### config.mk
export PLATFORM = sky130hd
export DESIGN_NAME = sfb_flow_break
export DESIGN_NICKNAME = d
export VERILOG_FILES = /design/src/verilog/sfb_pkg.sv /design/src/verilog/sfb_flow_break.sv
export SDC_FILE = /design/constraint.sdc
export NUM_CORES = 1
export LEC_CHECK = 0
export ABC_AREA = 0
export BUFFER_PORTS_ARGS = -buffer_cell sky130_fd_sc_hd__buf_4
export CAP_MARGIN = 20
export CELL_PAD_IN_SITES_DETAIL_PLACEMENT = 1
export CELL_PAD_IN_SITES_GLOBAL_PLACEMENT = 1
export CORE_UTILIZATION = 45
export CTS_CLUSTER_SIZE = 14
export DETAILED_ROUTE_END_ITERATION = 7
export PLACE_DENSITY_LB_ADDON = 0.15
export SYNTH_ARGS = -nofsm -noshare
export SYNTH_HDL_FRONTEND = slang
export SYNTH_SLANG_ARGS = --single-unit
### constraint.sdc
create_clock -name aclk -period 13.7 [get_ports aclk]
set_input_delay 0 -clock aclk [delete_from_list [all_inputs] [get_ports aclk]]
set_output_delay 0 -clock aclk [all_outputs]
set_load 0.05 [all_outputs]
### src/verilog/sfb_pkg.sv
// Constants for the serial flow control and break block
package sfb_pkg;
    localparam int unsigned ADDR_W = 8;
    // Register indices; byte address is four times the index
    localparam logic [5:0] IDX_CTRL       = 6'h00;
    localparam logic [5:0] IDX_STATUS     = 6'h01;
    localparam logic [5:0] IDX_STOP_CODE  = 6'h05;
    localparam logic [5:0] IDX_RESUME     = 6'h06;
    localparam logic [5:0] IDX_BRK_LEN    = 6'h07;
    localparam logic [5:0] IDX_BLOCKS     = 6'h08;
    localparam logic [5:0] IDX_LOW_MARK   = 6'h09;
    localparam logic [5:0] IDX_HIGH_MARK  = 6'h0a;
    localparam logic [5:0] IDX_IRQ_STAT   = 6'h10;
    localparam logic [5:0] IDX_IRQ_MASK   = 6'h11;
    localparam logic [5:0] IDX_RING_LEVEL = 6'h12;
    // Control register fields
    localparam int unsigned CTRL_FLOW_LSB = 0;
    localparam int unsigned CTRL_BRK_EN   = 2;
    localparam int unsigned CTRL_BRK_REQ  = 3;
    // Event bits, shared by irq status and mask
    localparam int unsigned EV_W          = 5;
    localparam int unsigned EV_ILLEGAL    = 0;
    localparam int unsigned EV_BRK_DONE   = 1;
    localparam int unsigned EV_TX_HALT    = 2;
    localparam int unsigned EV_OVERRUN    = 3;
    localparam int unsigned EV_SUSPEND    = 4;
    // Reset values
    localparam logic [7:0] RST_STOP_CODE  = 8'h13;
    localparam logic [7:0] RST_RESUME     = 8'h11;
    localparam logic [7:0] RST_BRK_LEN    = 8'h0a;
    localparam logic [7:0] RST_BLOCKS     = 8'h01;
    localparam logic [7:0] RST_LOW_MARK   = 8'h20;
    localparam logic [7:0] RST_HIGH_MARK  = 8'h20;
    // Ring block size in bytes, as a shift
    localparam int unsigned BLOCK_SHIFT   = 7;
    localparam int unsigned LEVEL_W       = 16;
    // One millisecond and the clock period, in ns
    localparam int unsigned MS_NS         = 1000000;
    localparam int unsigned CLK_NS        = 8;
    localparam int unsigned CYC_PER_MS    = MS_NS / CLK_NS;
    localparam logic [1:0] RESP_OKAY      = 2'b00;
    localparam logic [1:0] RESP_SLVERR    = 2'b10;

    typedef enum logic [1:0] {
        FLOW_NONE,
        FLOW_STOP_RESUME,
        FLOW_ANY_RESUME,
        FLOW_HANDSHAKE
    } sfb_flow_e;

    typedef enum logic {
        BRK_IDLE,
        BRK_RUN
    } sfb_brk_e;
endpackage

### src/verilog/sfb_flow_break.sv
// Flow control, break generation and receive ring watermarks
// Functional notes
// - In stop/resume or any-resume mode, stop code halts transmitter.
// - In stop/resume mode, resume code restarts halted transmitter.
// - Break is driven only while break request and break enable are set.
// - Break lasts break_length_ms milliseconds, up to 255 ms.
// - Break request clears itself when the break finishes.
// - Ring capacity is block count times 128 bytes.
// - Block count of zero is refused and sets the illegal flag.
// - Suspended input restarts when stored bytes drop below low mark.
// - Input suspends when free bytes fall below the high mark.
// - Mode 00 none, 01 stop/resume, 10 any-resume, 11 handshake.
// - Suspend sends stop code or negates RTS; resume the reverse.
// - Any-resume restarts on any char; handshake follows CTS.
//
// Our own choice: the AXI4-Lite slave port.
`timescale 1ns/1ps
module sfb_flow_break
    import sfb_pkg::*;
#(
    parameter int unsigned CYC_MS = CYC_PER_MS
) (
    input  wire logic              aclk,
    input  wire logic              aresetn,
    input  wire logic [ADDR_W-1:0] s_axi_awaddr,
    input  wire logic              s_axi_awvalid,
    output logic                   s_axi_awready,
    input  wire logic [31:0]       s_axi_wdata,
    input  wire logic [3:0]        s_axi_wstrb,
    input  wire logic              s_axi_wvalid,
    output logic                   s_axi_wready,
    output logic [1:0]             s_axi_bresp,
    output logic                   s_axi_bvalid,
    input  wire logic              s_axi_bready,
    input  wire logic [ADDR_W-1:0] s_axi_araddr,
    input  wire logic              s_axi_arvalid,
    output logic                   s_axi_arready,
    output logic [31:0]            s_axi_rdata,
    output logic [1:0]             s_axi_rresp,
    output logic                   s_axi_rvalid,
    input  wire logic              s_axi_rready,
    input  wire logic              rx_valid,
    input  wire logic [7:0]        rx_data,
    input  wire logic              ring_pop,
    input  wire logic              tx_in_valid,
    input  wire logic [7:0]        tx_in_data,
    output logic                   tx_in_ready,
    output logic                   tx_out_valid,
    output logic [7:0]             tx_out_data,
    input  wire logic              tx_out_ready,
    input  wire logic              cts_pin,
    output logic                   rts_n,
    output logic                   break_out,
    output logic [1:0]             flow_ctl_sel,
    output logic                   illegal_cfg_flag,
    output logic                   irq
);

    generate
        if (CYC_MS < 2 || CYC_MS > 131071) begin : g_bad_ms
            $error("CYC_MS out of range");
        end
    endgenerate

    // Bus write and read channels
    logic              aw_have_q;
    logic [5:0]        aw_idx_q;
    logic              w_have_q;
    logic [7:0]        w_byte_q;
    logic              w_lane_q;
    logic              wr_fire;
    logic              wr_hit;
    logic              bvalid_q;
    logic [1:0]        bresp_q;
    logic              rvalid_q;
    logic [31:0]       rdata_q;
    logic [1:0]        rresp_q;
    logic [31:0]       rd_val;
    logic              rd_hit;

    // Configuration
    logic [1:0]        flow_q;
    logic              brk_en_q;
    logic              brk_req_q;
    logic [7:0]        stop_q;
    logic [7:0]        resume_q;
    logic [7:0]        brk_len_q;
    logic [7:0]        blocks_q;
    logic [7:0]        low_q;
    logic [7:0]        high_q;
    logic [EV_W-1:0]   irq_stat_q;
    logic [EV_W-1:0]   irq_mask_q;
    logic [EV_W-1:0]   ev;

    // Datapath state
    logic              cts_s1_q;
    logic              cts_q;
    logic              halted_q;
    logic              susp_q;
    logic              send_stop_q;
    logic              send_res_q;
    logic [LEVEL_W-1:0] level_q;
    logic [LEVEL_W-1:0] cap;
    logic [LEVEL_W-1:0] free_b;
    logic              is_stop;
    logic              is_res;
    logic              store;
    logic              push;
    logic              pop;
    logic              txv_q;
    logic [7:0]        txd_q;
    logic              load_ok;
    sfb_flow_e         mode;
    sfb_brk_e          brk_st_q;
    logic [16:0]       ms_cnt_q;
    logic [7:0]        ms_left_q;
    logic              ms_tick;
    logic              brk_done;
    logic              brk_abort;
    logic              brk_start;

    function automatic logic wsel(input logic [5:0] idx);
        return wr_fire && w_lane_q && aw_idx_q == idx;
    endfunction

    assign mode = sfb_flow_e'(flow_q);

    // Bus slave: address and data are taken in either order
    assign s_axi_awready = !aw_have_q && !bvalid_q;
    assign s_axi_wready  = !w_have_q && !bvalid_q;
    assign wr_fire       = aw_have_q && w_have_q && !bvalid_q;

    always_ff @(posedge aclk) begin
        if (!aresetn) begin
            aw_have_q <= 1'b0;
            aw_idx_q  <= 6'h00;
        end else if (s_axi_awvalid && s_axi_awready) begin
            aw_have_q <= 1'b1;
            aw_idx_q  <= s_axi_awaddr[ADDR_W-1:2];
        end else if (wr_fire) begin
            aw_have_q <= 1'b0;
        end
    end

    always_ff @(posedge aclk) begin
        if (!aresetn) begin
            w_have_q <= 1'b0;
            w_byte_q <= 8'h00;
            w_lane_q <= 1'b0;
        end else if (s_axi_wvalid && s_axi_wready) begin
            w_have_q <= 1'b1;
            w_byte_q <= s_axi_wdata[7:0];
            w_lane_q <= s_axi_wstrb[0];
        end else if (wr_fire) begin
            w_have_q <= 1'b0;
        end
    end

    always_comb begin
        case (aw_idx_q)
            IDX_CTRL, IDX_STOP_CODE, IDX_RESUME, IDX_BRK_LEN,
            IDX_BLOCKS, IDX_LOW_MARK, IDX_HIGH_MARK,
            IDX_IRQ_STAT, IDX_IRQ_MASK: wr_hit = 1'b1;
            default: wr_hit = 1'b0;
        endcase
    end

    always_ff @(posedge aclk) begin
        if (!aresetn) begin
            bvalid_q <= 1'b0;
            bresp_q  <= RESP_OKAY;
        end else if (wr_fire) begin
            bvalid_q <= 1'b1;
            bresp_q  <= wr_hit ? RESP_OKAY : RESP_SLVERR;
        end else if (s_axi_bready) begin
            bvalid_q <= 1'b0;
        end
    end

    assign s_axi_bvalid  = bvalid_q;
    assign s_axi_bresp   = bresp_q;
    assign s_axi_arready = !rvalid_q;

    always_comb begin
        rd_val = 32'h0000_0000;
        rd_hit = 1'b1;
        case (s_axi_araddr[ADDR_W-1:2])
            IDX_CTRL: begin
                rd_val[CTRL_FLOW_LSB +: 2] = flow_q;
                rd_val[CTRL_BRK_EN]        = brk_en_q;
                rd_val[CTRL_BRK_REQ]       = brk_req_q;
            end
            IDX_STATUS:     rd_val[4:0] = {cts_q, brk_st_q == BRK_RUN,
                                           susp_q, halted_q, txv_q};
            IDX_STOP_CODE:  rd_val[7:0] = stop_q;
            IDX_RESUME:     rd_val[7:0] = resume_q;
            IDX_BRK_LEN:    rd_val[7:0] = brk_len_q;
            IDX_BLOCKS:     rd_val[7:0] = blocks_q;
            IDX_LOW_MARK:   rd_val[7:0] = low_q;
            IDX_HIGH_MARK:  rd_val[7:0] = high_q;
            IDX_IRQ_STAT:   rd_val[EV_W-1:0] = irq_stat_q;
            IDX_IRQ_MASK:   rd_val[EV_W-1:0] = irq_mask_q;
            IDX_RING_LEVEL: rd_val[LEVEL_W-1:0] = level_q;
            default:        rd_hit = 1'b0;
        endcase
    end

    always_ff @(posedge aclk) begin
        if (!aresetn) begin
            rvalid_q <= 1'b0;
            rdata_q  <= 32'h0000_0000;
            rresp_q  <= RESP_OKAY;
        end else if (s_axi_arvalid && !rvalid_q) begin
            rvalid_q <= 1'b1;
            rdata_q  <= rd_val;
            rresp_q  <= rd_hit ? RESP_OKAY : RESP_SLVERR;
        end else if (s_axi_rready) begin
            rvalid_q <= 1'b0;
        end
    end

    assign s_axi_rvalid = rvalid_q;
    assign s_axi_rdata  = rdata_q;
    assign s_axi_rresp  = rresp_q;

    // Control register
    always_ff @(posedge aclk) begin
        if (!aresetn) begin
            flow_q    <= 2'b00;
            brk_en_q  <= 1'b0;
            brk_req_q <= 1'b0;
        end else if (wsel(IDX_CTRL)) begin
            flow_q    <= w_byte_q[CTRL_FLOW_LSB +: 2];
            brk_en_q  <= w_byte_q[CTRL_BRK_EN];
            brk_req_q <= w_byte_q[CTRL_BRK_REQ];
        end else if (brk_done) begin
            brk_req_q <= 1'b0;
        end
    end

    always_ff @(posedge aclk) begin
        if (!aresetn) begin
            stop_q    <= RST_STOP_CODE;
            resume_q  <= RST_RESUME;
            brk_len_q <= RST_BRK_LEN;
            low_q     <= RST_LOW_MARK;
            high_q    <= RST_HIGH_MARK;
        end else begin
            if (wsel(IDX_STOP_CODE)) stop_q <= w_byte_q;
            if (wsel(IDX_RESUME)) resume_q <= w_byte_q;
            if (wsel(IDX_BRK_LEN)) brk_len_q <= w_byte_q;
            if (wsel(IDX_LOW_MARK)) low_q <= w_byte_q;
            if (wsel(IDX_HIGH_MARK)) high_q <= w_byte_q;
        end
    end

    // zero block count is refused; old size stays
    always_ff @(posedge aclk) begin
        if (!aresetn) begin
            blocks_q <= RST_BLOCKS;
        end else if (wsel(IDX_BLOCKS) && w_byte_q != 8'h00) begin
            blocks_q <= w_byte_q;
        end
    end

    // Interrupts: set wins over a write-one clear
    always_comb begin
        ev = '0;
        ev[EV_ILLEGAL]  = wsel(IDX_BLOCKS) && w_byte_q == 8'h00;
        ev[EV_BRK_DONE] = brk_done;
        ev[EV_TX_HALT]  = !halted_q && mode != FLOW_NONE && mode !=
                          FLOW_HANDSHAKE && rx_valid && is_stop;
        ev[EV_OVERRUN]  = store && !push;
        ev[EV_SUSPEND]  = !susp_q && mode != FLOW_NONE &&
                          free_b < LEVEL_W'(high_q);
    end

    always_ff @(posedge aclk) begin
        if (!aresetn) begin
            irq_stat_q <= '0;
        end else if (wsel(IDX_IRQ_STAT)) begin
            irq_stat_q <= (irq_stat_q & ~w_byte_q[EV_W-1:0]) | ev;
        end else begin
            irq_stat_q <= irq_stat_q | ev;
        end
    end

    always_ff @(posedge aclk) begin
        if (!aresetn) begin
            irq_mask_q <= '0;
        end else if (wsel(IDX_IRQ_MASK)) begin
            irq_mask_q <= w_byte_q[EV_W-1:0];
        end
    end

    assign irq              = |(irq_stat_q & irq_mask_q);
    assign illegal_cfg_flag = irq_stat_q[EV_ILLEGAL];
    assign flow_ctl_sel     = flow_q;

    // CTS comes from a pin
    always_ff @(posedge aclk) begin
        if (!aresetn) begin
            cts_s1_q <= 1'b0;
            cts_q    <= 1'b0;
        end else begin
            cts_s1_q <= cts_pin;
            cts_q    <= cts_s1_q;
        end
    end

    assign cap     = LEVEL_W'({blocks_q, {BLOCK_SHIFT{1'b0}}});
    assign free_b  = (level_q < cap) ? cap - level_q : '0;
    assign is_stop = rx_data == stop_q;
    assign is_res  = rx_data == resume_q;
    // Stop code in the character modes, and resume code in stop/resume mode, are consumed, not stored
    assign store   = rx_valid && !((mode == FLOW_STOP_RESUME &&
                     (is_stop || is_res)) ||
                     (mode == FLOW_ANY_RESUME && is_stop));
    assign push    = store && level_q < cap;
    assign pop     = ring_pop && level_q != '0;

    always_ff @(posedge aclk) begin
        if (!aresetn) begin
            level_q <= '0;
        end else if (push && !pop) begin
            level_q <= level_q + 1'b1;
        end else if (pop && !push) begin
            level_q <= level_q - 1'b1;
        end
    end

    // mode decode drives the transmit halt
    always_ff @(posedge aclk) begin
        if (!aresetn) begin
            halted_q <= 1'b0;
        end else begin
            case (mode)
                FLOW_NONE: halted_q <= 1'b0;
                FLOW_HANDSHAKE: halted_q <= !cts_q;
                FLOW_STOP_RESUME: begin
                    if (rx_valid && is_stop) halted_q <= 1'b1;
                    else if (rx_valid && is_res) halted_q <= 1'b0;
                end
                FLOW_ANY_RESUME: begin
                    if (rx_valid && is_stop) halted_q <= 1'b1;
                    else if (rx_valid) halted_q <= 1'b0;
                end
                default: halted_q <= 1'b0;
            endcase
        end
    end

    // Input suspend and resume against the watermarks
    always_ff @(posedge aclk) begin
        if (!aresetn) begin
            susp_q      <= 1'b0;
            send_stop_q <= 1'b0;
            send_res_q  <= 1'b0;
        end else begin
            if (mode == FLOW_NONE) begin
                susp_q <= 1'b0;
            // suspend on too little free space
            end else if (!susp_q && free_b < LEVEL_W'(high_q)) begin
                susp_q <= 1'b1;
            end else if (susp_q && level_q < LEVEL_W'(low_q)) begin
                susp_q <= 1'b0;
            end
            // character modes queue a stop or resume code
            if (mode == FLOW_STOP_RESUME || mode == FLOW_ANY_RESUME) begin
                if (ev[EV_SUSPEND]) begin
                    send_stop_q <= 1'b1;
                    send_res_q  <= 1'b0;
                end else if (susp_q && level_q < LEVEL_W'(low_q)) begin
                    send_res_q  <= 1'b1;
                    send_stop_q <= 1'b0;
                end else if (load_ok && send_stop_q) begin
                    send_stop_q <= 1'b0;
                end else if (load_ok && send_res_q) begin
                    send_res_q <= 1'b0;
                end
            end else begin
                send_stop_q <= 1'b0;
                send_res_q  <= 1'b0;
            end
        end
    end

    // handshake mode negates RTS while suspended
    assign rts_n = !(mode == FLOW_HANDSHAKE) || susp_q;

    // Transmit stage; flow codes jump ahead of user data
    assign load_ok = (!txv_q || tx_out_ready) && brk_st_q == BRK_IDLE;
    // source is held off, not dropped, while halted
    assign tx_in_ready = load_ok && !halted_q && !send_stop_q &&
                         !send_res_q;

    always_ff @(posedge aclk) begin
        if (!aresetn) begin
            txv_q <= 1'b0;
            txd_q <= 8'h00;
        end else if (load_ok && send_stop_q) begin
            txv_q <= 1'b1;
            txd_q <= stop_q;
        end else if (load_ok && send_res_q) begin
            txv_q <= 1'b1;
            txd_q <= resume_q;
        end else if (tx_in_ready && tx_in_valid) begin
            txv_q <= 1'b1;
            txd_q <= tx_in_data;
        end else if (tx_out_ready) begin
            txv_q <= 1'b0;
        end
    end

    assign tx_out_valid = txv_q;
    assign tx_out_data  = txd_q;

    // Break timer; a millisecond counter would overflow a short width
    assign ms_tick   = ms_cnt_q == 17'(CYC_MS - 1);
    // break needs both request and enable
    assign brk_start = brk_st_q == BRK_IDLE && brk_req_q && brk_en_q;
    assign brk_abort = brk_st_q == BRK_RUN && !(brk_req_q && brk_en_q);
    assign brk_done  = (brk_start && brk_len_q == 8'h00) ||
                       (brk_st_q == BRK_RUN && !brk_abort &&
                        ms_tick && ms_left_q == 8'h01);

    always_ff @(posedge aclk) begin
        if (!aresetn) begin
            brk_st_q  <= BRK_IDLE;
            ms_cnt_q  <= '0;
            ms_left_q <= 8'h00;
        end else begin
            case (brk_st_q)
                BRK_IDLE: begin
                    ms_cnt_q  <= '0;
                    ms_left_q <= brk_len_q;
                    if (brk_start && brk_len_q != 8'h00) begin
                        brk_st_q <= BRK_RUN;
                    end
                end
                BRK_RUN: begin
                    if (brk_abort || brk_done) begin
                        brk_st_q <= BRK_IDLE;
                    end else if (ms_tick) begin
                        ms_cnt_q  <= '0;
                        ms_left_q <= ms_left_q - 1'b1;
                    end else begin
                        ms_cnt_q <= ms_cnt_q + 1'b1;
                    end
                end
                default: brk_st_q <= BRK_IDLE;
            endcase
        end
    end

    assign break_out = brk_st_q == BRK_RUN;

endmodule // sfb_flow_break

==> results.md, run 1 <==
* Status: completed
* Cells on worst reg2reg path at 18
* Clock Latency Late Sink at 0.44 ns
* CTS root buf: clkbuf_16
* Tmin final at 5.23 ns
* Share of post-route cells with drive strength above 1 at 13.3%
* Fill count at 2390
* Worst path required time at 14.06 ns
* Peak VDD IR at 0.0924 mV
* Setup TNS Final at 0 ns
* Critical Path Sink Type: register
* Initial drt markers at 465
* Skew final at 0.0146 ns
* Critical-path cell list: inv_1, ha_1, a21o_1, a21o_1, a221o_1, a221o_1, o211ai_2, nor2_1, ha_1, inv_1, ha_1, or4_1, a31oi_1, nor3_1, nor3_1, o21ai_0, a21oi_1, mux2i_1
* Count leader, synth: dfxtp_1
* Fmax at 0.191 GHz
* Area Growth Syn to Fin at 16.9%
* Critical path type: reg2reg
* Via count at 8385
* Routed Antenna Nets at 0
* Crit-path max FO at 17
* Die width at 145 um
* Initial core utilization at 46.6%
* Die Y at 145 um
* Hpwl dp at 19800 um
* RSZ-0062 raised after global routing: false
* Synthesized instance count at 1099
* Drt wl/cell at 19.2 um
* CTS tree: yes
* Clock-pin slew on the worst setup and hold paths at 0.08 ns
* Core ar. at 19700 um^2
* Max Slew Vio Count at 0
* # port buffers at 87
* Post-synth ARST share at 0%
* Syn Area/Cell at 8.36 um^2
* Syn. warnings at 0
* Row Count at 51
* Critical Path AT at 5.59 ns
* Final setup viols at 0
* R2r setup slk at 8.47 ns
* GP Congestion at 0.886
* Worst-Margin Slew at 0.864 ns
* Tcrit/Tclk final at 38.1%
* Largest net degree at the start of global routing at 94
* Yosys top cell by area: dfxtp_1
* Drt via density at 5.74
* Fin nets at 1310
* Gr usage total at 27.3%
* Worst rel slew slack at 42.4%
* Total design power at 1.55 mW
* Drc violations at 0
* R2r endpoint: level_q[15]$_SDFFE_PN0P_
* Area contributors post-synth: dfxtp_1 34%, ha_1 6.1%, nand2_1 5.6%
* Post-CTS Resized at 0
* DR pass1 iterations at 7
* Worst Setup SP: level_q[9]$_SDFFE_PN0P_
* Commonest cells post-synth: 157 x dfxtp_1, 136 x nand2_1, 71 x nor2_1, 69 x nor2b_1, 52 x o21ai_0
* Initial antenna violation count at 1
* CTS buffer count at 17
* Clock Sinks at 157
* Antenna diodes at 0
* Pwr Density at 144 nW/um^2
* Slowest cell on the critical path: or4_1
* End point of the critical path: level_q[15]$_SDFFE_PN0P_
* Worst setup SP type: register
* Top_reg_cell synth: dfxtp_1
* Clock Tree Buf Depth at 2
* Grt ovf at 0
* Sequential element share of the synthesized area at 34.2%
* Final hold vios at 0
* Number of top-level pins at 137
* Static leakage at 4.35 nW
* Synth top area share at 34.2%
* H-tree Lvls at 4
* CP dominant cell by count: ha_1
* Min-Delay Path Class: in2reg
* Max Cap Violations at 0
* Number of synthesized flops with an enable pin at 0
* Synth Cell Area at 9190 um^2
* Vias in the first global route at 8527
* First-pass GRT wire length at 45700 um
* Reg2Reg Launch Point: level_q[9]$_SDFFE_PN0P_
* Synthesized flop and latch total at 157
* Netlist cell types at 79
* Die area at 21000 um^2
* CP max stage delay at 0.53 ns
* Routed wire length at 28100 um
==> registers in the layout, summed over array words and instances, names as in the netlist, 2 cells and up, named ones only <==
register and cells:
aw_idx_q 6, stop_q 8, ms_left_q 8, resume_q 8
flow_ctl_sel 2, w_byte_q 8, tx_out_data 8, high_q 8
level_q 16, irq_mask_q 5, brk_len_q 8, irq_stat_q 5
ms_cnt_q 17, blocks_q 8, low_q 8, s_axi_rdata 16
==> worst max-delay path: cells and delay by family, from the launching register on <==
kind            cells  cell delay (ns)
simple gates        4             1.04
compound gates      8             1.99
mux                 1             0.21
fa+ha+maj           3             0.97
buf+inv             2             0.51
flops               1             0.43
==> cells by family (layout without fill, tap and decap cells) <==
group | count (synthesis) | in the layout | share of synthesized area, %
other | 1 | 18 | 0.0408
and+or+nand+nor | 433 | 433 | 24.1
buffers and inverters | 112 | 193 | 5.55
AOI/OAI and AO/OA | 245 | 245 | 19.0
DFF | 157 | 157 | 34.2
adders and majority gates | 46 | 46 | 6.34
muxes | 52 | 52 | 5.76
xor gates and xnor gates | 53 | 53 | 5.05
==> layout make-up <==
| class | instances | area (um^2) | area share [%] |
|---|---|---|---|
| clock buffer | 17 | 425 | 3.96 |
| inverter | 45 | 171 | 1.59 |
| tap | 265 | 332 | 3.08 |
| clock inverter | 15 | 148 | 1.37 |
| timing repair buffer | 116 | 928 | 8.64 |
| multi-input combinational | 847 | 5600 | 52.1 |
| sequential | 157 | 3140 | 29.2 |
==> power by group <==
group / internal, mW / switching [mW]
combinational: 0.242 / 0.310
sequential: 0.482 / 0.0482
clock: 0.242 / 0.224
total: 0.966 / 0.583
==> per-layer routing <==
| metal | vias to the layer above | wire length [um] | track usage, % | part of all wire, % |
|---|---|---|---|---|
| met2 | 208 | 13600 | 46.1 | 48 |
| met1 | 4097 | 12600 | 35.1 | 45 |
| li1 | 4044 | - | - | - |
| met5 | - | 0 | 0 | 0 |
| met4 | 0 | 593 | 9.57 | 2.1 |
| met3 | 36 | 1310 | 4.21 | 4.6 |
==> timing repair <==
| action | 4_1_cts | 5_1_grt |
|---|---|---|
| setup buffers | 0 | 0 |
| endpoints found under the hold margin | 23 | 0 |
| hold buffers | 23 | 0 |
==> how the worst min path moves through the flow <==
stage                     cells after the start  startpoint                        to
final                                         5    rx_valid  irq_stat_q[2]$_SDFF_PN0_
after global placement                        2     cts_pin       cts_s1_q$_SDFF_PN0_
after global routing                          5    rx_valid  irq_stat_q[2]$_SDFF_PN0_
after CTS                                     5    rx_valid  irq_stat_q[2]$_SDFF_PN0_
after detailed placement                      2     cts_pin       cts_s1_q$_SDFF_PN0_
after floorplan                               1     cts_pin       cts_s1_q$_SDFF_PN0_
==> cells in the final DEF, fill, tap and decap left out, types with 14 or more instances in the layout <==
cell,count
and2_1,23
clkbuf_16,17
a21oi_1,34
ha_1,45
a31oi_1,21
buf_4,93
xor2_1,31
a21boi_0,30
nor3_1,23
nand2_1,136
o21ai_0,52
nor2_1,71
nor4_1,14
nor2b_1,69
mux2i_1,45
dfxtp_1,157
inv_1,44
xnor2_1,22
dlygate4sd3_1,23
conb_1,18
nand3_1,37
==> metrics by stage <==
step | std cells | utilization [%] | setup slack, ns | area (um^2) | hold WS [ns]
after floorplan | 1116 | - | 9.19 | 9260 | 0.127
after global placement | 1406 | 50.4 | 8.52 | 9940 | 0.221
after detailed placement | 1406 | 50.4 | 8.50 | 9940 | 0.239
after CTS | 1461 | 54.5 | 8.45 | 10700 | 0.0128
after global routing | 1462 | 54.5 | 8.10 | 10700 | 0.0888
final | 1462 | 54.5 | 8.47 | 10700 | 0.0205
No activity file was read; power rests on OpenSTA's default activity.
==> run 2, diff against run 1 <==
- CORE_UTILIZATION: 45 -> 39
- clock period: 13.7 -> 4.54 ns (I/O delays scaled with it)
==> results.md, run 2 (same netlist as run 1, synthesis figures left out) <==
* Commonest non-fill, non-tap cell in the layout: dfxtp_1
* Worst path required time at 4.91 ns (-9.15 ns)
* Pwr Density at 440 nW/um^2 (+210%)
* CTS buffer count at 17 (unchanged)
* Worst setup SP type: register
* Clock-pin slew on the worst setup and hold paths at 0.07 ns (about the same)
* Clock Latency Late Sink at 0.44 ns (about the same)
* Critical-path cell list: inv_1, ha_1, a21o_1, a21o_1, a221o_1, a221o_1, o211ai_2, nor2_1, ha_1, inv_2, ha_1, or4_1, a31oi_1, nor3_2, nor3_2, o21ai_0, a21oi_1, mux2i_1
* H-tree Lvls at 4 (unchanged)
* Number of top-level pins at 137 (unchanged)
* Die area at 24200 um^2 (+15%)
* GR peak layer: met2
* Gate power share at 38.4% (+2.8 points)
* Clock Tree Buf Depth at 2 (unchanged)
* Share of post-route cells with drive strength above 1 at 15.5% (+2.2 points)
* Tmin final at 4.32 ns (-0.905 ns)
* Drc violations at 0 (unchanged)
* GP Congestion at 0.933 (+5.3%)
* Hpwl dp at 22600 um (+14%)
* Grt ovf at 0 (unchanged)
* Clock power share at 29.7% (-0.4 points)
* First-pass GRT wire length at 48000 um (+5.1%)
* Fmax at 0.231 GHz (+21%)
* Skew final at 0.0131 ns (-0.00155 ns)
* Core ar. at 22800 um^2 (+16%)
* Static leakage at 4.49 nW (+3.2%)
* Worst-Margin Slew at 0.911 ns (+0.0471 ns)
* Die Y at 156 um (+7.3%)
* Critical path type: reg2reg
* Routed Antenna Nets at 0 (unchanged)
* Critical Path AT at 4.69 ns (-0.90 ns)
* CP dominant cell by count: ha_1
* Fill count at 2746 (+15%)
* Drt wl/cell at 19.7 um (+2.4%)
* Clock Sinks at 157 (unchanged)
* CTS root buf: clkbuf_16
* Final setup viols at 0 (unchanged)
* Peak VDD IR at 0.276 mV (+200%)
* Total design power at 4.87 mW (+210%)
* Worst hold slack at 0.0335 ns (+0.0130 ns)
* P_int at 3.05 mW (+220%)
* Part of the power in registers at 31.8% (-2.4 points)
* Worst path bufs/invs at 2 (unchanged)
* GR met2 Demand/Resource at 41.0% (-5.0 points)
* Tcrit/Tclk final at 95.2% (+57 points)
* Crit-path max FO at 6 (-11)
* Min-Delay Path Class: in2reg
* Row Count at 55 (+7.8%)
* Drt via density at 5.48 (-4.5%)
* Fin nets at 1338 (+2.1%)
* Initial drt markers at 465 (unchanged)
* Area Growth Syn to Fin at 20.4%
* CTS tree: yes
* RSZ-0062 raised after global routing: true
* Via count at 8426 (+0.49%)
* DR pass1 iterations at 7 (unchanged)
* Gr usage total at 25.9% (-1.4 points)
* Initial antenna violation count at 0 (-1)
* Met3 Usage GRT at 5.18% (+0.97 points)
* Final hold vios at 0 (unchanged)
* Critical Path Sink Type: register
* Reg with most FFs: ms_cnt_q
* Worst rel slew slack at 39.3% (-3.1 points)
* Sw Ratio at 37.3% (-0.34 points)
* CP delay by family, top: compound AO/OA/AOI/OAI gates
* Grt met1 use at 34.5% (-0.55 points)
* Placed cell area at 10200 um^2 (+2.6%)
* # port buffers at 87 (unchanged)
* Die width at 156 um (+7.3%)
* CP max stage delay at 0.53 ns (about the same)
* Max Cap Violations at 0 (unchanged)
* Vias in the first global route at 8565 (+0.45%)
* NetSw at 1.82 mW (+210%)
* Status: completed
* Routed wire length at 30300 um (+7.7%)
* Fin area at 11100 um^2 (+2.9%)
* Max Slew Vio Count at 0 (unchanged)
* Initial core utilization at 40.2% (-6.4 points)
* Most frequent cells in the layout: 157 x dfxtp_1, 136 x nand2_1, 118 x buf_4
* Max reg flops at 17 (unchanged)
* Antenna diodes at 0 (unchanged)
* Largest net degree at the start of global routing at 101 (+7.4%)
* Slowest cell on the critical path: or4_1
run 2: cell types whose count changed in the layout (fill, tap and decap cells not counted), moves of 2 or more:
cell	previous run	this run
clkinv_4	0	2
clkinv_8	2	0
nor3_2	2	4
buf_4	93	118
dlygate4sd3_1	23	26
nor3_1	23	21
run 2: stage by stage:
| stage | std cells | setup WS [ns] | TNS, ns | utilization (%) |
|---|---|---|---|---|
| after global placement | 1479 | 0.156 | 0 | 44.6 |
| after global routing | 1538 | -0.0190 | -0.0190 | 48.4 |
| final | 1538 | 0.220 | 0 | 48.4 |
| after detailed placement | 1479 | 0.0826 | 0 | 44.6 |
| after CTS | 1537 | 0.0382 | 0 | 48.3 |
| after floorplan | 1116 | 0.0307 | 0 | - |
run 2: worst reg2reg max path, cell delays in order, from the launching register on:
cell and delay (ns):
dfxtp_1 0.33, inv_1 0.05, ha_1 0.30, a21o_1 0.23, a21o_1 0.22, a221o_1 0.35, a221o_1 0.33, o211ai_2 0.07
nor2_1 0.09, ha_1 0.21, inv_2 0.12, ha_1 0.32, or4_1 0.53, a31oi_1 0.28, nor3_2 0.10, nor3_2 0.20
o21ai_0 0.11, a21oi_1 0.22, mux2i_1 0.20
run 2: final timing paths:
path / slack [ns] / to / startpoint / cells past startpoint
max: 0.22 / level_q[15]$_SDFFE_PN0P_ / level_q[9]$_SDFFE_PN0P_ / 18
min: 0.03 / irq_stat_q[2]$_SDFF_PN0_ / rx_valid / 5
max reg2reg: 0.22 / level_q[15]$_SDFFE_PN0P_ / level_q[9]$_SDFFE_PN0P_ / 18
min reg2reg: 0.45 / cts_q$_SDFF_PN0_ / cts_s1_q$_SDFF_PN0_ / 1
run 2: area by class of cell:
type	count	area, um^2	area share, %
flip-flops and latches	157	3140	28.4
well taps	313	392	3.54
inverters	45	171	1.55
multi-input cells	847	5630	50.9
repair buffers	144	1150	10.4
clock buffers	18	429	3.88
clock inverters	14	149	1.35
run 2: metal layers:
layer,up-vias,part of all wire (%)
met5,-,0
met4,0,3.0
met1,4099,47
li1,4095,-
met2,185,45
met3,47,4.7
run 2: timing repair:
item,in CTS,in global routing
resized for setup,0,7
endpoints found under the hold margin,22,0
endpoints found under the setup margin,0,7
buffers inserted,0,0
hold buffers,26,0
run 2: power by group through the flow:
stage | Sequential, mW | Combinational (mW) | Clock (mW)
global route | 1.56 | 2.09 | 1.53
global placement | 1.58 | 1.78 | 0
finish | 1.55 | 1.87 | 1.45
detailed placement | 1.58 | 1.81 | 0
CTS | 1.55 | 1.84 | 1.47
floorplan | 1.60 | 1.29 | 0
==> run 3, diff against run 2 <==
- BUFFER_PORTS_ARGS: -buffer_cell sky130_fd_sc_hd__buf_4 -> -buffer_cell sky130_fd_sc_hd__clkbuf_2
- PLACE_DENSITY_LB_ADDON: 0.15 -> 0.1
==> results.md, run 3 (same netlist as run 1, synthesis figures left out) <==
* Tmin final at 4.25 ns (-0.0683 ns)
* Number of top-level pins at 137 (unchanged)
* Clock-pin slew on the worst setup and hold paths at 0.07 ns (about the same)
* Worst rel slew slack at 44.7% (+5.4 points)
* Min-Delay Path Class: in2reg
* First-pass GRT wire length at 45800 um (-4.6%)
* Largest net degree at the start of global routing at 86 (-15%)
* Worst hold endpoint: irq_stat_q[2]$_SDFF_PN0_
* Reg2Reg Launch Point: level_q[9]$_SDFFE_PN0P_
* Core ar. at 22800 um^2 (unchanged)
* Fin area at 10800 um^2 (-2.6%)
* Worst Hold Launch: rx_valid
* Routed Antenna Nets at 0 (unchanged)
* Initial drt markers at 472 (+1.5%)
* Initial core utilization at 40.2% (unchanged)
* Part of the power in registers at 32.8% (+1.0 points)
* Die width at 156 um (unchanged)
* Slowest cell on the critical path: a221o_1
* Die area at 24200 um^2 (unchanged)
* Status: completed
* DR pass1 iterations at 6 (-1)
* Drt via density at 5.42 (-1.1%)
* R2r endpoint: level_q[14]$_SDFFE_PN0P_
* Sw Ratio at 36.8% (-0.45 points)
* Final setup viols at 0 (unchanged)
* Worst path required time at 4.86 ns (-0.05 ns)
* Critical Path Sink Type: register
* Critical-path cell list: inv_1, ha_1, a21o_1, a21o_1, a221o_1, a221o_1, o211ai_2, nor2_1, ha_1, inv_2, ha_1, a21o_1, a21o_1, a2111oi_4, o211ai_1, a41oi_2, xor2_1, o21ai_1, and2_1
* Max Cap Violations at 0 (unchanged)
* Cells on worst reg2reg path at 19 (+1)
* Die Y at 156 um (unchanged)
* Worst setup SP type: register
* Final hold vios at 0 (unchanged)
* Share of post-route cells with drive strength above 1 at 15.3% (-0.19 points)
* Drt wl/cell at 18.6 um (-5.3%)
* Via count at 8276 (-1.8%)
* Worst Hold Depth at 5 (unchanged)
* Fin nets at 1327 (-0.82%)
* CTS root buf: clkbuf_16
* Initial antenna violation count at 0 (unchanged)
* Gate power share at 37.2% (-1.2 points)
* Routed wire length at 28500 um (-6.0%)
* Vias in the first global route at 8467 (-1.1%)
* Reg with most FFs: ms_cnt_q
* Critical Path AT at 4.58 ns (-0.11 ns)
* Crit-path max FO at 6 (unchanged)
* Non-Filler Instances at 1527 (-0.72%)
* Clock Sinks at 157 (unchanged)
* CTS tree: yes
* Hpwl dp at 20700 um (-8.6%)
* P_int at 3.01 mW (-1.4%)
* GP Congestion at 0.836 (-10%)
* Critical path type: reg2reg
* Clock power share at 30.0% (+0.3 points)
* Area Growth Syn to Fin at 17.2%
* Row Count at 55 (unchanged)
* RSZ-0062 raised after global routing: false
* Max Slew Vio Count at 0 (unchanged)
* Placed cell area at 9920 um^2 (-2.6%)
* # port buffers at 87 (unchanged)
* Drc violations at 0 (unchanged)
* Pwr Density at 443 nW/um^2 (+0.57%)
* Commonest non-fill, non-tap cell in the layout: dfxtp_1
* Antenna diodes at 0 (unchanged)
* Skew final at 0.0148 ns (+0.00171 ns)
* Gr usage total at 24.4% (-1.5 points)
* Peak VDD IR at 0.299 mV (+8.4%)
* Clock Latency Late Sink at 0.44 ns (about the same)
* Fmax at 0.235 GHz (+1.6%)
* Setup bufs post-CTS at 0 (unchanged)
* Grt ovf at 0 (unchanged)
* CP dominant cell by count: a21o_1
* Fill count at 2795 (+1.8%)
* H-tree Lvls at 4 (unchanged)
* Worst path bufs/invs at 2 (unchanged)
* Worst-Margin Slew at 0.827 ns (-0.0834 ns)
* CP delay by family, top: compound AO/OA/AOI/OAI gates
* CTS buffer count at 17 (unchanged)
* NetSw at 1.76 mW (-3.3%)
* Most frequent cells in the layout: 157 x dfxtp_1, 136 x nand2_1, 86 x clkbuf_2
* Clock Tree Buf Depth at 2 (unchanged)
* Inst Count DP at 1472 (-0.47%)
* CP max stage delay at 0.36 ns (-0.17 ns)
* Static leakage at 4.38 nW (-2.4%)
* Max reg flops at 17 (unchanged)
* R2r setup slk at 0.29 ns (+0.07 ns)
* Setup TNS Final at 0 ns (unchanged)
* Tcrit/Tclk final at 93.7% (-1.5 points)
## run 3: cell types whose count changed in the layout (fill, tap and decap cells not counted), sizes merged
cell	before	now
dlygate4sd3	26	22
clkbuf	18	103
clkinv	2	4
buf	118	25
inv	54	53
## run 3: per-stage QoR
step / util [%] / hold slack (ns) / setup slack [ns] / total power, mW
after floorplan: - / 0.127 / 0.0307 / 2.89
after global placement: 43.4 / 0.218 / 0.161 / 3.28
after detailed placement: 43.4 / 0.220 / 0.0884 / 3.31
after CTS: 46.9 / 0.00437 / 0.0629 / 4.78
after global routing: 47.2 / 0.0275 / 0.0131 / 5.08
final: 47.2 / 0.0183 / 0.288 / 4.77
## run 3: power by group through the flow
| stage | Clock, mW | Combinational [mW] | Sequential [mW] |
|---|---|---|---|
| after CTS | 1.48 | 1.74 | 1.56 |
| after floorplan | 0 | 1.29 | 1.60 |
| after global routing | 1.51 | 1.99 | 1.57 |
| after global placement | 0 | 1.69 | 1.59 |
| final | 1.43 | 1.77 | 1.56 |
| after detailed placement | 0 | 1.72 | 1.59 |
## run 3: how the worst max path moves through the flow
stage | cells past startpoint | endpoint | start | slack, ns
finish | 19 | level_q[14]$_SDFFE_PN0P_ | level_q[9]$_SDFFE_PN0P_ | 0.29
global route | 20 | level_q[15]$_SDFFE_PN0P_ | level_q[9]$_SDFFE_PN0P_ | 0.01
detailed placement | 19 | level_q[14]$_SDFFE_PN0P_ | level_q[9]$_SDFFE_PN0P_ | 0.09
CTS | 19 | level_q[14]$_SDFFE_PN0P_ | level_q[9]$_SDFFE_PN0P_ | 0.06
floorplan | 19 | level_q[14]$_SDFFE_PN0P_ | level_q[9]$_SDFFE_PN0P_ | 0.03
global placement | 19 | level_q[14]$_SDFFE_PN0P_ | level_q[9]$_SDFFE_PN0P_ | 0.16
## run 3: final cells by class
class	instances	area (um^2)	area share, %
sequential	157	3140	29.2
clock buffer	17	425	3.95
inverter	45	171	1.59
timing repair buffer	133	838	7.78
tap	313	392	3.64
clock inverter	15	151	1.41
multi-input combinational	847	5650	52.5
## run 3: metal layers
layer  share of wire [%]  routed length [um]  track usage, %  up-vias
li1                    -                   -               -     4072
met1                  47               13500            32.2     3988
met2                  47               13300            40.1      173
met3                 3.5                 989            4.12       43
met4                 2.4                 693            8.45        0
met5                   0                   0               0        -
## run 3: timing repair
| action | in CTS | in global routing |
|---|---|---|
| resized for setup | 0 | 9 |
| setup endpoints to repair | 0 | 6 |
| hold buffers | 22 | 0 |
| hold endpoints to repair | 21 | 0 |
## run 3: tightest hold or removal path: stages
cell and delay [ns]:
clkbuf_2 0.12, nand2_1 0.06, nor4_1 0.05, a21oi_1 0.12
nor2b_1 0.06
